File: src/verilog/ccm_consts.svh
// Offsets, reset values and field positions of the chain-mode block
// Assumes a 32-bit APB slave with word-aligned registers
`ifndef CCM_CONSTS_SVH
`define CCM_CONSTS_SVH
`define CCM_CTRL_OFS     12'h000
`define CCM_STAT_OFS     12'h004
`define CCM_SEL_LSB      0
`define CCM_MODE_BIT     2
`define CCM_STAT_SEN_BIT 2
`define CCM_STAT_SIB_LSB 16
`define CCM_SEL_RST      2'h1
`define CCM_MIN_SEG      32
`endif

File: src/verilog/ccm_pkg.sv
// Types of the chain-mode block
// Holds its own source codes and field widths; takes nothing from ccm_consts.svh
package ccm_pkg;
   typedef enum logic [1:0] {
      CCM_SRC_SHIFT = 2'b00,
      CCM_SRC_TEST  = 2'b01,
      CCM_SRC_TCK   = 2'b10
   } ccm_src_t;
   typedef struct packed {
      logic        psel;
      logic        penable;
      logic        pwrite;
      logic [11:0] paddr;
      logic [31:0] pwdata;
   } ccm_apb_req_t;
   typedef struct packed {
      logic [31:0] prdata;
      logic        pready;
      logic        pslverr;
   } ccm_apb_rsp_t;
endpackage

File: src/verilog/ccm_ctrl_chain.sv
// Controller chain scan access for the built-in test logic
// Assumes all pins and tck are asynchronous to clk and are slower than clk/4
//
// Function
// - The runtime clock selector chooses among shift clock source, test clock and tck.
// - After reset the selector picks the test clock.
// - With controller chain mode set, the runtime clock follows tck.
// - The chain shift clock is fixed by a parameter, tck or the test clock.
// - With segments separate, each instrument has its own chain scan input, scan output and enable-steered muxes.
// - With chain inputs tied low the chain stays idle and its outputs unused.
// - Chain shift enable is the AND of the chain enable and the scan enable.
// - Flops outside the access network are muxed into it to form one shift path.
// - Segments are separate by default, or joined into one chain when so built.
// - Segment length is bounded by a maximum that is unlimited or at least 32.
// - A set insertion bit puts its data register in the path, a clear one bypasses it.
// - Insertion bits are clocked by tck, or by the test clock during a chain shift when CCM_CLK_TCK is clear.
// - The top insertion bit is enabled by the instruction, each child by its parent.
`timescale 1ns/1ns
`include "ccm_consts.svh"
module ccm_ctrl_chain
   import ccm_pkg::*;
#(
   parameter int NSEG          = 3,
   parameter int DR_LEN        = 8,
   parameter int EXT_LEN       = 4,
   parameter int MAX_SEG_LEN   = 0,
   parameter bit SEG_PER_INSTR = 1'b1,
   parameter bit CCM_CLK_TCK   = 1'b1
) (
   // Clock and reset
   input  wire logic                      clk,
   input  wire logic                      srst,
   // Register bus
   input  wire ccm_apb_req_t              apb_req,
   output ccm_apb_rsp_t                   apb_rsp,
   // Clock sources
   input  wire logic                      tck,
   input  wire logic                      shift_clock_src,
   output logic                           edt_lbist_clk_en,
   // Access network
   input  wire logic                      lbist_tap_instruction,
   input  wire logic                      shift_dr,
   input  wire logic                      tdi,
   output logic                           tdo,
   // Chain scan
   input  wire logic                      ccm_en,
   input  wire logic                      scan_en,
   input  wire logic [NSEG-1:0]           ccm_scan_in,
   output logic      [NSEG-1:0]           ccm_scan_out,
   // Functional flops
   input  wire logic [NSEG*EXT_LEN-1:0]   func_d,
   output logic      [NSEG*EXT_LEN-1:0]   func_q
);
   localparam int SL    = 1 + DR_LEN + EXT_LEN;
   localparam int PW    = 7 + NSEG;
   localparam int P_TCK = PW - 1;
   localparam int P_SHF = PW - 2;
   localparam int P_EN  = PW - 3;
   localparam int P_SEN = PW - 4;
   localparam int P_SDR = PW - 5;
   localparam int P_INS = PW - 6;
   localparam int P_TDI = PW - 7;

   typedef struct packed {
      logic [PW-1:0]              s1;
      logic [PW-1:0]              s2;
      logic                       tck_d;
      logic                       shf_d;
      logic [1:0]                 clk_sel;
      logic                       ccm_mode;
      logic [NSEG-1:0][SL-1:0]    chain;
      logic                       tdo;
      logic                       rt_en;
      logic [31:0]                prdata;
   } ccm_state_t;

   ccm_state_t            r;
   ccm_state_t            next_r;
   logic [PW-1:0]         pins;
   logic                  tck_rise;
   logic                  shf_rise;
   logic                  ccm_sen;
   logic                  ccm_clk_en;
   logic                  ccm_shift;
   logic                  icl_shift;
   logic                  rt_en;
   logic                  d;
   logic [NSEG-1:0]       sib_v;
   logic [NSEG-1:0]       en_v;
   logic [NSEG-1:0]       cin_v;
   logic                  setup;
   logic                  access;
   logic                  hit_ctrl;
   logic                  hit_stat;
   ccm_src_t              eff_sel;

   // ----------------------------------------
   // Pin synchronisers
   // ----------------------------------------
   // Every pin, tck included, passes s1 then s2; only s2 and later are read
   assign pins = {tck, shift_clock_src, ccm_en, scan_en, shift_dr, lbist_tap_instruction, tdi, ccm_scan_in};

   // ----------------------------------------
   // Bus decode
   // ----------------------------------------
   assign setup    = apb_req.psel & ~apb_req.penable;
   assign access   = apb_req.psel & apb_req.penable;
   assign hit_ctrl = apb_req.paddr == `CCM_CTRL_OFS;
   assign hit_stat = apb_req.paddr == `CCM_STAT_OFS;
   // Zero wait states keep the tester flow simple
   assign apb_rsp.pready  = 1'b1;
   assign apb_rsp.pslverr = access & ~(hit_ctrl | hit_stat);
   assign apb_rsp.prdata  = r.prdata;

   // ----------------------------------------
   // Next state
   // ----------------------------------------
   always_comb begin
      next_r = r;
      d      = r.s2[P_TDI];
      next_r.s1    = pins;
      next_r.s2    = r.s1;
      next_r.tck_d = r.s2[P_TCK];
      next_r.shf_d = r.s2[P_SHF];
      tck_rise = r.s2[P_TCK] & ~r.tck_d;
      shf_rise = r.s2[P_SHF] & ~r.shf_d;

      // ----------------------------------------
      // Clock selection
      // ----------------------------------------
      // Chain mode forces tck
      if (r.ccm_mode) begin
         eff_sel = CCM_SRC_TCK;
      end else if (r.clk_sel == CCM_SRC_SHIFT) begin
         eff_sel = CCM_SRC_SHIFT;
      end else if (r.clk_sel == CCM_SRC_TCK) begin
         eff_sel = CCM_SRC_TCK;
      end else begin
         eff_sel = CCM_SRC_TEST;
      end
      case (eff_sel)
         CCM_SRC_SHIFT: begin
            rt_en = shf_rise;
         end
         CCM_SRC_TCK: begin
            rt_en = tck_rise;
         end
         default: begin
            rt_en = 1'b1;
         end
      endcase
      next_r.rt_en = rt_en;

      // ----------------------------------------
      // Chain and network
      // ----------------------------------------
      // Shift enable formed inside
      ccm_sen = r.s2[P_EN] & r.s2[P_SEN];
      ccm_clk_en = CCM_CLK_TCK ? tck_rise : 1'b1;
      ccm_shift  = ccm_sen & ccm_clk_en;
      // Network moves on tck edges only
      icl_shift  = ~ccm_sen & tck_rise & r.s2[P_SDR] & r.s2[P_INS];

      for (int i = 0; i < NSEG; i++) begin
         sib_v[i] = r.chain[i][SL-1];
      end
      // Top bit from instruction, child from parent
      en_v = {sib_v[NSEG-2:0], r.s2[P_INS]};
      // Joined chain feeds each segment from the previous one
      cin_v = SEG_PER_INSTR ? r.s2[NSEG-1:0] : {sib_v[NSEG-2:0], r.s2[0]};

      for (int i = 0; i < NSEG; i++) begin
         if (ccm_shift) begin
            // Network and outside flops shift as one path
            next_r.chain[i] = {r.chain[i][SL-2:0], cin_v[i]};
         end else begin
            // Functional flops keep their normal capture
            // Capture is held off while chain shift enable is set so a shift never meets a capture
            if (rt_en && !ccm_sen) begin
               next_r.chain[i][EXT_LEN-1:0] = func_d[i*EXT_LEN +: EXT_LEN];
            end
            if (icl_shift && en_v[i]) begin
               if (r.chain[i][SL-1]) begin
                  next_r.chain[i][SL-1:EXT_LEN] = {r.chain[i][SL-2:EXT_LEN], d};
               end else begin
                  next_r.chain[i][SL-1] = d;
               end
               d = r.chain[i][SL-1];
            end
         end
      end
      if (icl_shift) begin
         next_r.tdo = d;
      end

      // ----------------------------------------
      // Register file
      // ----------------------------------------
      if (setup) begin
         next_r.prdata = 32'h0000_0000;
         if (hit_ctrl) begin
            next_r.prdata[`CCM_SEL_LSB +: 2] = r.clk_sel;
            next_r.prdata[`CCM_MODE_BIT]     = r.ccm_mode;
         end else if (hit_stat) begin
            next_r.prdata[`CCM_SEL_LSB +: 2]          = eff_sel;
            next_r.prdata[`CCM_STAT_SEN_BIT]          = ccm_sen;
            next_r.prdata[`CCM_STAT_SIB_LSB +: NSEG]  = sib_v;
         end
      end
      if (access && apb_req.pwrite && hit_ctrl) begin
         next_r.clk_sel  = apb_req.pwdata[`CCM_SEL_LSB +: 2];
         next_r.ccm_mode = apb_req.pwdata[`CCM_MODE_BIT];
      end
   end

   // ----------------------------------------
   // State register
   // ----------------------------------------
   always_ff @(posedge clk) begin
      if (srst) begin
         r         <= '0;
         r.clk_sel <= `CCM_SEL_RST;
      end else begin
         r <= next_r;
      end
   end

   // ----------------------------------------
   // Outputs
   // ----------------------------------------
   assign edt_lbist_clk_en = r.rt_en;
   assign tdo              = r.tdo;
   always_comb begin
      for (int i = 0; i < NSEG; i++) begin
         ccm_scan_out[i] = (SEG_PER_INSTR || i == NSEG - 1) ? r.chain[i][SL-1] : 1'b0;
         func_q[i*EXT_LEN +: EXT_LEN] = r.chain[i][EXT_LEN-1:0];
      end
   end

   // ----------------------------------------
   // Assertions
   // ----------------------------------------
   a_clk_default: assert property (@(posedge clk) srst |=> r.clk_sel == `CCM_SEL_RST && !r.ccm_mode)
      else $error("selector not on test clock after reset");
   a_ccm_tck_sel: assert property (@(posedge clk) disable iff (srst)
      r.ccm_mode |-> ##1 (edt_lbist_clk_en == $past(tck_rise)))
      else $error("runtime clock not following tck in chain mode");
   a_src_three: assert property (@(posedge clk) disable iff (srst)
      (!r.ccm_mode && r.clk_sel == CCM_SRC_SHIFT) |=> edt_lbist_clk_en == $past(shf_rise))
      else $error("shift clock source not selected");
   a_shift_path: assert property (@(posedge clk) disable iff (srst)
      ccm_shift |=> r.chain[0][0] == $past(cin_v[0]) && r.chain[0][SL-1] == $past(r.chain[0][SL-2]))
      else $error("chain did not shift as one path");
   a_shift_and: assert property (@(posedge clk) disable iff (srst)
      (!r.s2[P_EN] || !r.s2[P_SEN]) |=> r.chain[0][SL-1:EXT_LEN] == $past(r.chain[0][SL-1:EXT_LEN])
         || $past(icl_shift))
      else $error("chain moved without both enables");
   a_fixed_clk: assert property (@(posedge clk) disable iff (srst)
      (ccm_sen && CCM_CLK_TCK && !tck_rise) |=> $stable(r.chain))
      else $error("chain shifted off its build-time clock");
   a_bypass_reg: assert property (@(posedge clk) disable iff (srst)
      (icl_shift && !r.chain[0][SL-1]) |=> $stable(r.chain[0][SL-2:EXT_LEN]))
      else $error("bypassed register was shifted");
   a_sib_tck: assert property (@(posedge clk) disable iff (srst)
      (!tck_rise) |=> $stable(sib_v))
      else $error("insertion bit changed without tck edge");
   a_child_en: assert property (@(posedge clk) disable iff (srst)
      (icl_shift && !sib_v[0]) |=> $stable(r.chain[1][SL-1:EXT_LEN]))
      else $error("child shifted while parent clear");
   a_seg_join: assert property (@(posedge clk) disable iff (srst)
      (ccm_shift && !SEG_PER_INSTR) |=> r.chain[1][0] == $past(r.chain[0][SL-1]))
      else $error("segments not joined");
   a_seg_len: assert property (@(posedge clk)
      MAX_SEG_LEN == 0 || (MAX_SEG_LEN >= `CCM_MIN_SEG && SL <= MAX_SEG_LEN))
      else $error("segment length bound violated");
   a_idle_pass: assert property (@(posedge clk) disable iff (srst)
      (!ccm_sen && rt_en) |=> func_q == $past(func_d))
      else $error("functional capture disturbed with chain idle");
   // Tied-low chain enable leaves every segment stable in cycles with no network shift and no runtime clock
   a_tied_idle: assert property (@(posedge clk) disable iff (srst)
      (!r.s2[P_EN] && !icl_shift && !rt_en) |=> $stable(r.chain))
      else $error("chain moved with enable tied low");
   a_rt_test: assert property (@(posedge clk) disable iff (srst)
      (!r.ccm_mode && r.clk_sel != CCM_SRC_SHIFT && r.clk_sel != CCM_SRC_TCK) |=> edt_lbist_clk_en)
      else $error("test clock not running every cycle");
   a_tdo_hold: assert property (@(posedge clk) disable iff (srst)
      !icl_shift |=> $stable(tdo))
      else $error("network output moved without a tck shift");
   a_func_hold: assert property (@(posedge clk) disable iff (srst)
      (!ccm_shift && (ccm_sen || !rt_en)) |=> $stable(func_q))
      else $error("functional flops moved without a clock");
   a_scan_out_src: assert property (@(posedge clk) disable iff (srst)
      ccm_shift |=> ccm_scan_out[NSEG-1] == $past(r.chain[NSEG-1][SL-2]))
      else $error("last scan output not fed by its segment");
   a_ccm_no_net: assert property (@(posedge clk) disable iff (srst)
      ccm_sen |=> $stable(tdo))
      else $error("network moved during chain shift");
endmodule // ccm_ctrl_chain

File: config.mk
export PLATFORM = sky130hd
export DESIGN_NAME = ccm_ctrl_chain
export DESIGN_NICKNAME = d
export VERILOG_FILES = /design/src/verilog/ccm_pkg.sv /design/src/verilog/ccm_ctrl_chain.sv
export VERILOG_INCLUDE_DIRS = /design/src /design/src/verilog
export SDC_FILE = /design/constraint.sdc
export NUM_CORES = 1
export LEC_CHECK = 0
export ABC_AREA = 1
export BUFFER_PORTS_ARGS = -buffer_cell sky130_fd_sc_hd__buf_2
export CAP_MARGIN = 20
export CORE_UTILIZATION = 50
export CTS_CLUSTER_DIAMETER = 100
export DETAILED_ROUTE_END_ITERATION = 10
export GPL_ROUTABILITY_DRIVEN = 0
export PLACE_DENSITY = 0.81
export SYNTH_ARGS = -nofsm -noshare
export SYNTH_HDL_FRONTEND = slang
export SYNTH_SLANG_ARGS = --single-unit
File: constraint.sdc
create_clock -name clk -period 1.6 [get_ports clk]
set_clock_uncertainty 0.1 [all_clocks]
set_input_delay 0.48 -clock clk [delete_from_list [all_inputs] [get_ports clk]]
set_output_delay 0.48 -clock clk [all_outputs]
set_load 0.005 [all_outputs]
==> results.sh <==
export IMPL_yosysUniqueCellTypes=28
export IMPL_hold_viol_final=0
export IMPL_peakVddDrop_mv=0.619
export IMPL_period_needed_ns=1.73
export IMPL_layout_common_cells="nand2_1, dfxtp_1, nor2_1, buf_2, inv_1"
export IMPL_clock_sinks=72
export IMPL_seq_area_um2=1440
export IMPL_power_density_nw_per_um2=936
export IMPL_fp_dieH_um=84.1
export IMPL_fp_dieW_um=84.1
export IMPL_routed_wl_mm=6.39
export IMPL_rows=29
export IMPL_hp_start="scan_en"
export IMPL_dr_pass1_iters=8
export IMPL_layout_setup_ws_ns=-0.129
export IMPL_status="complete, but fails checks"
export IMPL_violations="DRC, setup timing"
export IMPL_syn_inst=457
export IMPL_fin_nets=578
export IMPL_path_buf_inv=2
export IMPL_layout_cells_most_common="nand2_1"
export IMPL_crit_required_ns=1.02
export IMPL_worstReg2RegStart="next_r[77]"
export IMPL_critPathLaunchType="primary input"
export IMPL_clkLatencyLatePin_ns=0.35
export IMPL_pre_cts_ws_ns=-0.189
export IMPL_seq_area_frac_synth=0.427
export IMPL_path_max_fanout=2
export IMPL_hold_buffers=0
export IMPL_max_freq_ghz=0.578
export IMPL_p_total_mw=3.60
export IMPL_ant_nets=0
export IMPL_cpLargestDelayFamily="simple AND/OR/NAND/NOR gates"
export IMPL_die_area_um2=7080
export IMPL_hold_ws_ns=0.228
export IMPL_reg2reg_slack_ns=0.14
export IMPL_vias_per_cell=4.72
export IMPL_clkTransAtPathRegs_ns=0.07
export IMPL_ios=122
export IMPL_wl_per_cell_um=10.8
export IMPL_reg2reg_depth=8
export IMPL_power_static_leakage_nw=1.88
export IMPL_overflow=0
export IMPL_grt_usage=0.176
export IMPL_cts_htree_levels=3
export IMPL_syn2layout_area_growth_pct=14.1
export IMPL_fill_cells=601
export IMPL_dpl_hpwl_mm=4.32
export IMPL_clock_path_buffers=2
export IMPL_syn_mean_instance_area_um2=7.38
export IMPL_grt_max_degree=46
export IMPL_antenna_cells=0
export IMPL_arrival_ns=1.15
export IMPL_rsz0062_at_grt="yes"
export IMPL_end_kind="output pin"
export IMPL_min_path_cells=3
export IMPL_hold_class="primary input to flop"
export IMPL_worstSetupPathType="primary input to output pin"
export IMPL_antenna_found_initial=0
export IMPL_slowest_stage="nor3_4"
export IMPL_floorplan_initialDensity=0.525
export IMPL_ys_seq_elements=72
export IMPL_portBuffers=65
export IMPL_drv_slew=0
export IMPL_drive_above_1_share=0.242
export IMPL_cp_cell_sequence="buf_6, nor2_4, nand2_2, nor3_4, nor2_1, buf_2"
export IMPL_path_depth=6
export IMPL_synth_cell_area_um2=3370
export IMPL_grt_pass1_vias=2391
export IMPL_yosysWarnings=0
export IMPL_cts_buffers=9
export IMPL_cts_tree="yes"
export IMPL_cp_slowest_stage_delay_ns=0.19
export IMPL_setup_viol=1
export IMPL_final_util=0.599
export IMPL_crit_path_start="apb_req[40]"
export IMPL_fp_coreArea_um2=6420
export IMPL_vias=2783
export IMPL_cts_root_buffer="clkbuf_8"
export IMPL_drc=14
export IMPL_multi_input_area_um2=1410
export IMPL_maxCapViolCount=0
export IMPL_first_iter_violations=173
export IMPL_grt_pass1_wl_mm=9.99
export IMPL_period_share=1.08
[path summary, 6_finish.rpt]
path / end
setup / recovery: apb_rsp[0]
hold / removal: next_r[84]
setup reg to reg: func_q[3]
hold reg to reg: r[81]
[layer usage]
layer,part of all wire,GRT usage,up-vias
met4,0.015,0.0580,0
li1,-,-,1442
met3,0.058,0.0570,12
met2,0.49,0.292,84
met5,0,0,-
met1,0.44,0.216,1245
[logic make-up after synthesis]
group                  synth area share
buffers and inverters             0.198
AND/OR/NAND/NOR                   0.273
AO/OA/AOI/OAI                    0.0994
flip-flops                        0.427
other                           0.00223
[power breakdown]
part           internal [mW]  total (mW)  switching (mW)
clock                  0.799        1.45           0.656
sequential              1.84        1.86          0.0205
combinational          0.125       0.282           0.157
[cell usage after synthesis]
cell	n	area, um2
buf_8	1	15.0
clkbuf_1	7	26.3
o21ai_2	1	8.76
nand4_1	2	12.5
o21ai_0	23	115
buf_2	5	25.0
nor2_8	1	20.0
conb_1	2	7.51
dfxtp_1	72	1440
a21oi_1	40	200
o22ai_1	1	6.26
nand3_2	1	10.0
inv_1	51	191
nor2_1	70	263
nand2_8	2	40.0
nand2_2	2	12.5
inv_2	3	11.3
buf_1	1	3.75
buf_6	3	33.8
nand3_1	31	155
buf_4	48	360
nor3_1	1	5.00
nand4_2	2	25.0
o21ai_1	1	5.00
nand2_4	5	56.3
nor2_4	2	22.5
nand3b_1	1	7.51
nand2_1	78	293
[metrics by stage]
stage | cell area (um2) | cells | TNS [ns]
4_1_cts | 3770 | 587 | -0.0964
2_1_floorplan | 3470 | 482 | 0
3_3_place_gp | 3530 | 570 | -0.145
6_report | 3850 | 589 | -0.129
3_5_place_dp | 3530 | 570 | -0.249
5_1_grt | 3850 | 589 | -0.186
[timing repair]
action / CTS / global route
setup buffers: 1 / 2
setup endpoints to repair: 1 / 5
pin swaps: 1 / 6
resized for setup: 4 / 16
[cell type report]
| class | count | area share |
|---|---|---|
| timing repair buffer | 79 | 0.126 |
| clock buffer | 11 | 0.0393 |
| inverter | 54 | 0.0527 |
| tap | 77 | 0.0250 |
| multi-input combinational | 291 | 0.367 |
| sequential | 72 | 0.375 |
| clock inverter | 5 | 0.0143 |
[flip-flops by register name, summed over array words and instances (netlist names)]
register and flops:
r 33, func_q 12, next_r 12, apb_rsp 6
ccm_scan_out 3, cin_v 3, edt_lbist_clk_en 1, en_v 1
tdo 1
[tightest hold or removal path, stage by stage]
cell	delay (ns)
buf_2	0.07
inv_1	0.03
nor2_1	0.06
Power figures use the tool's default switching activity.
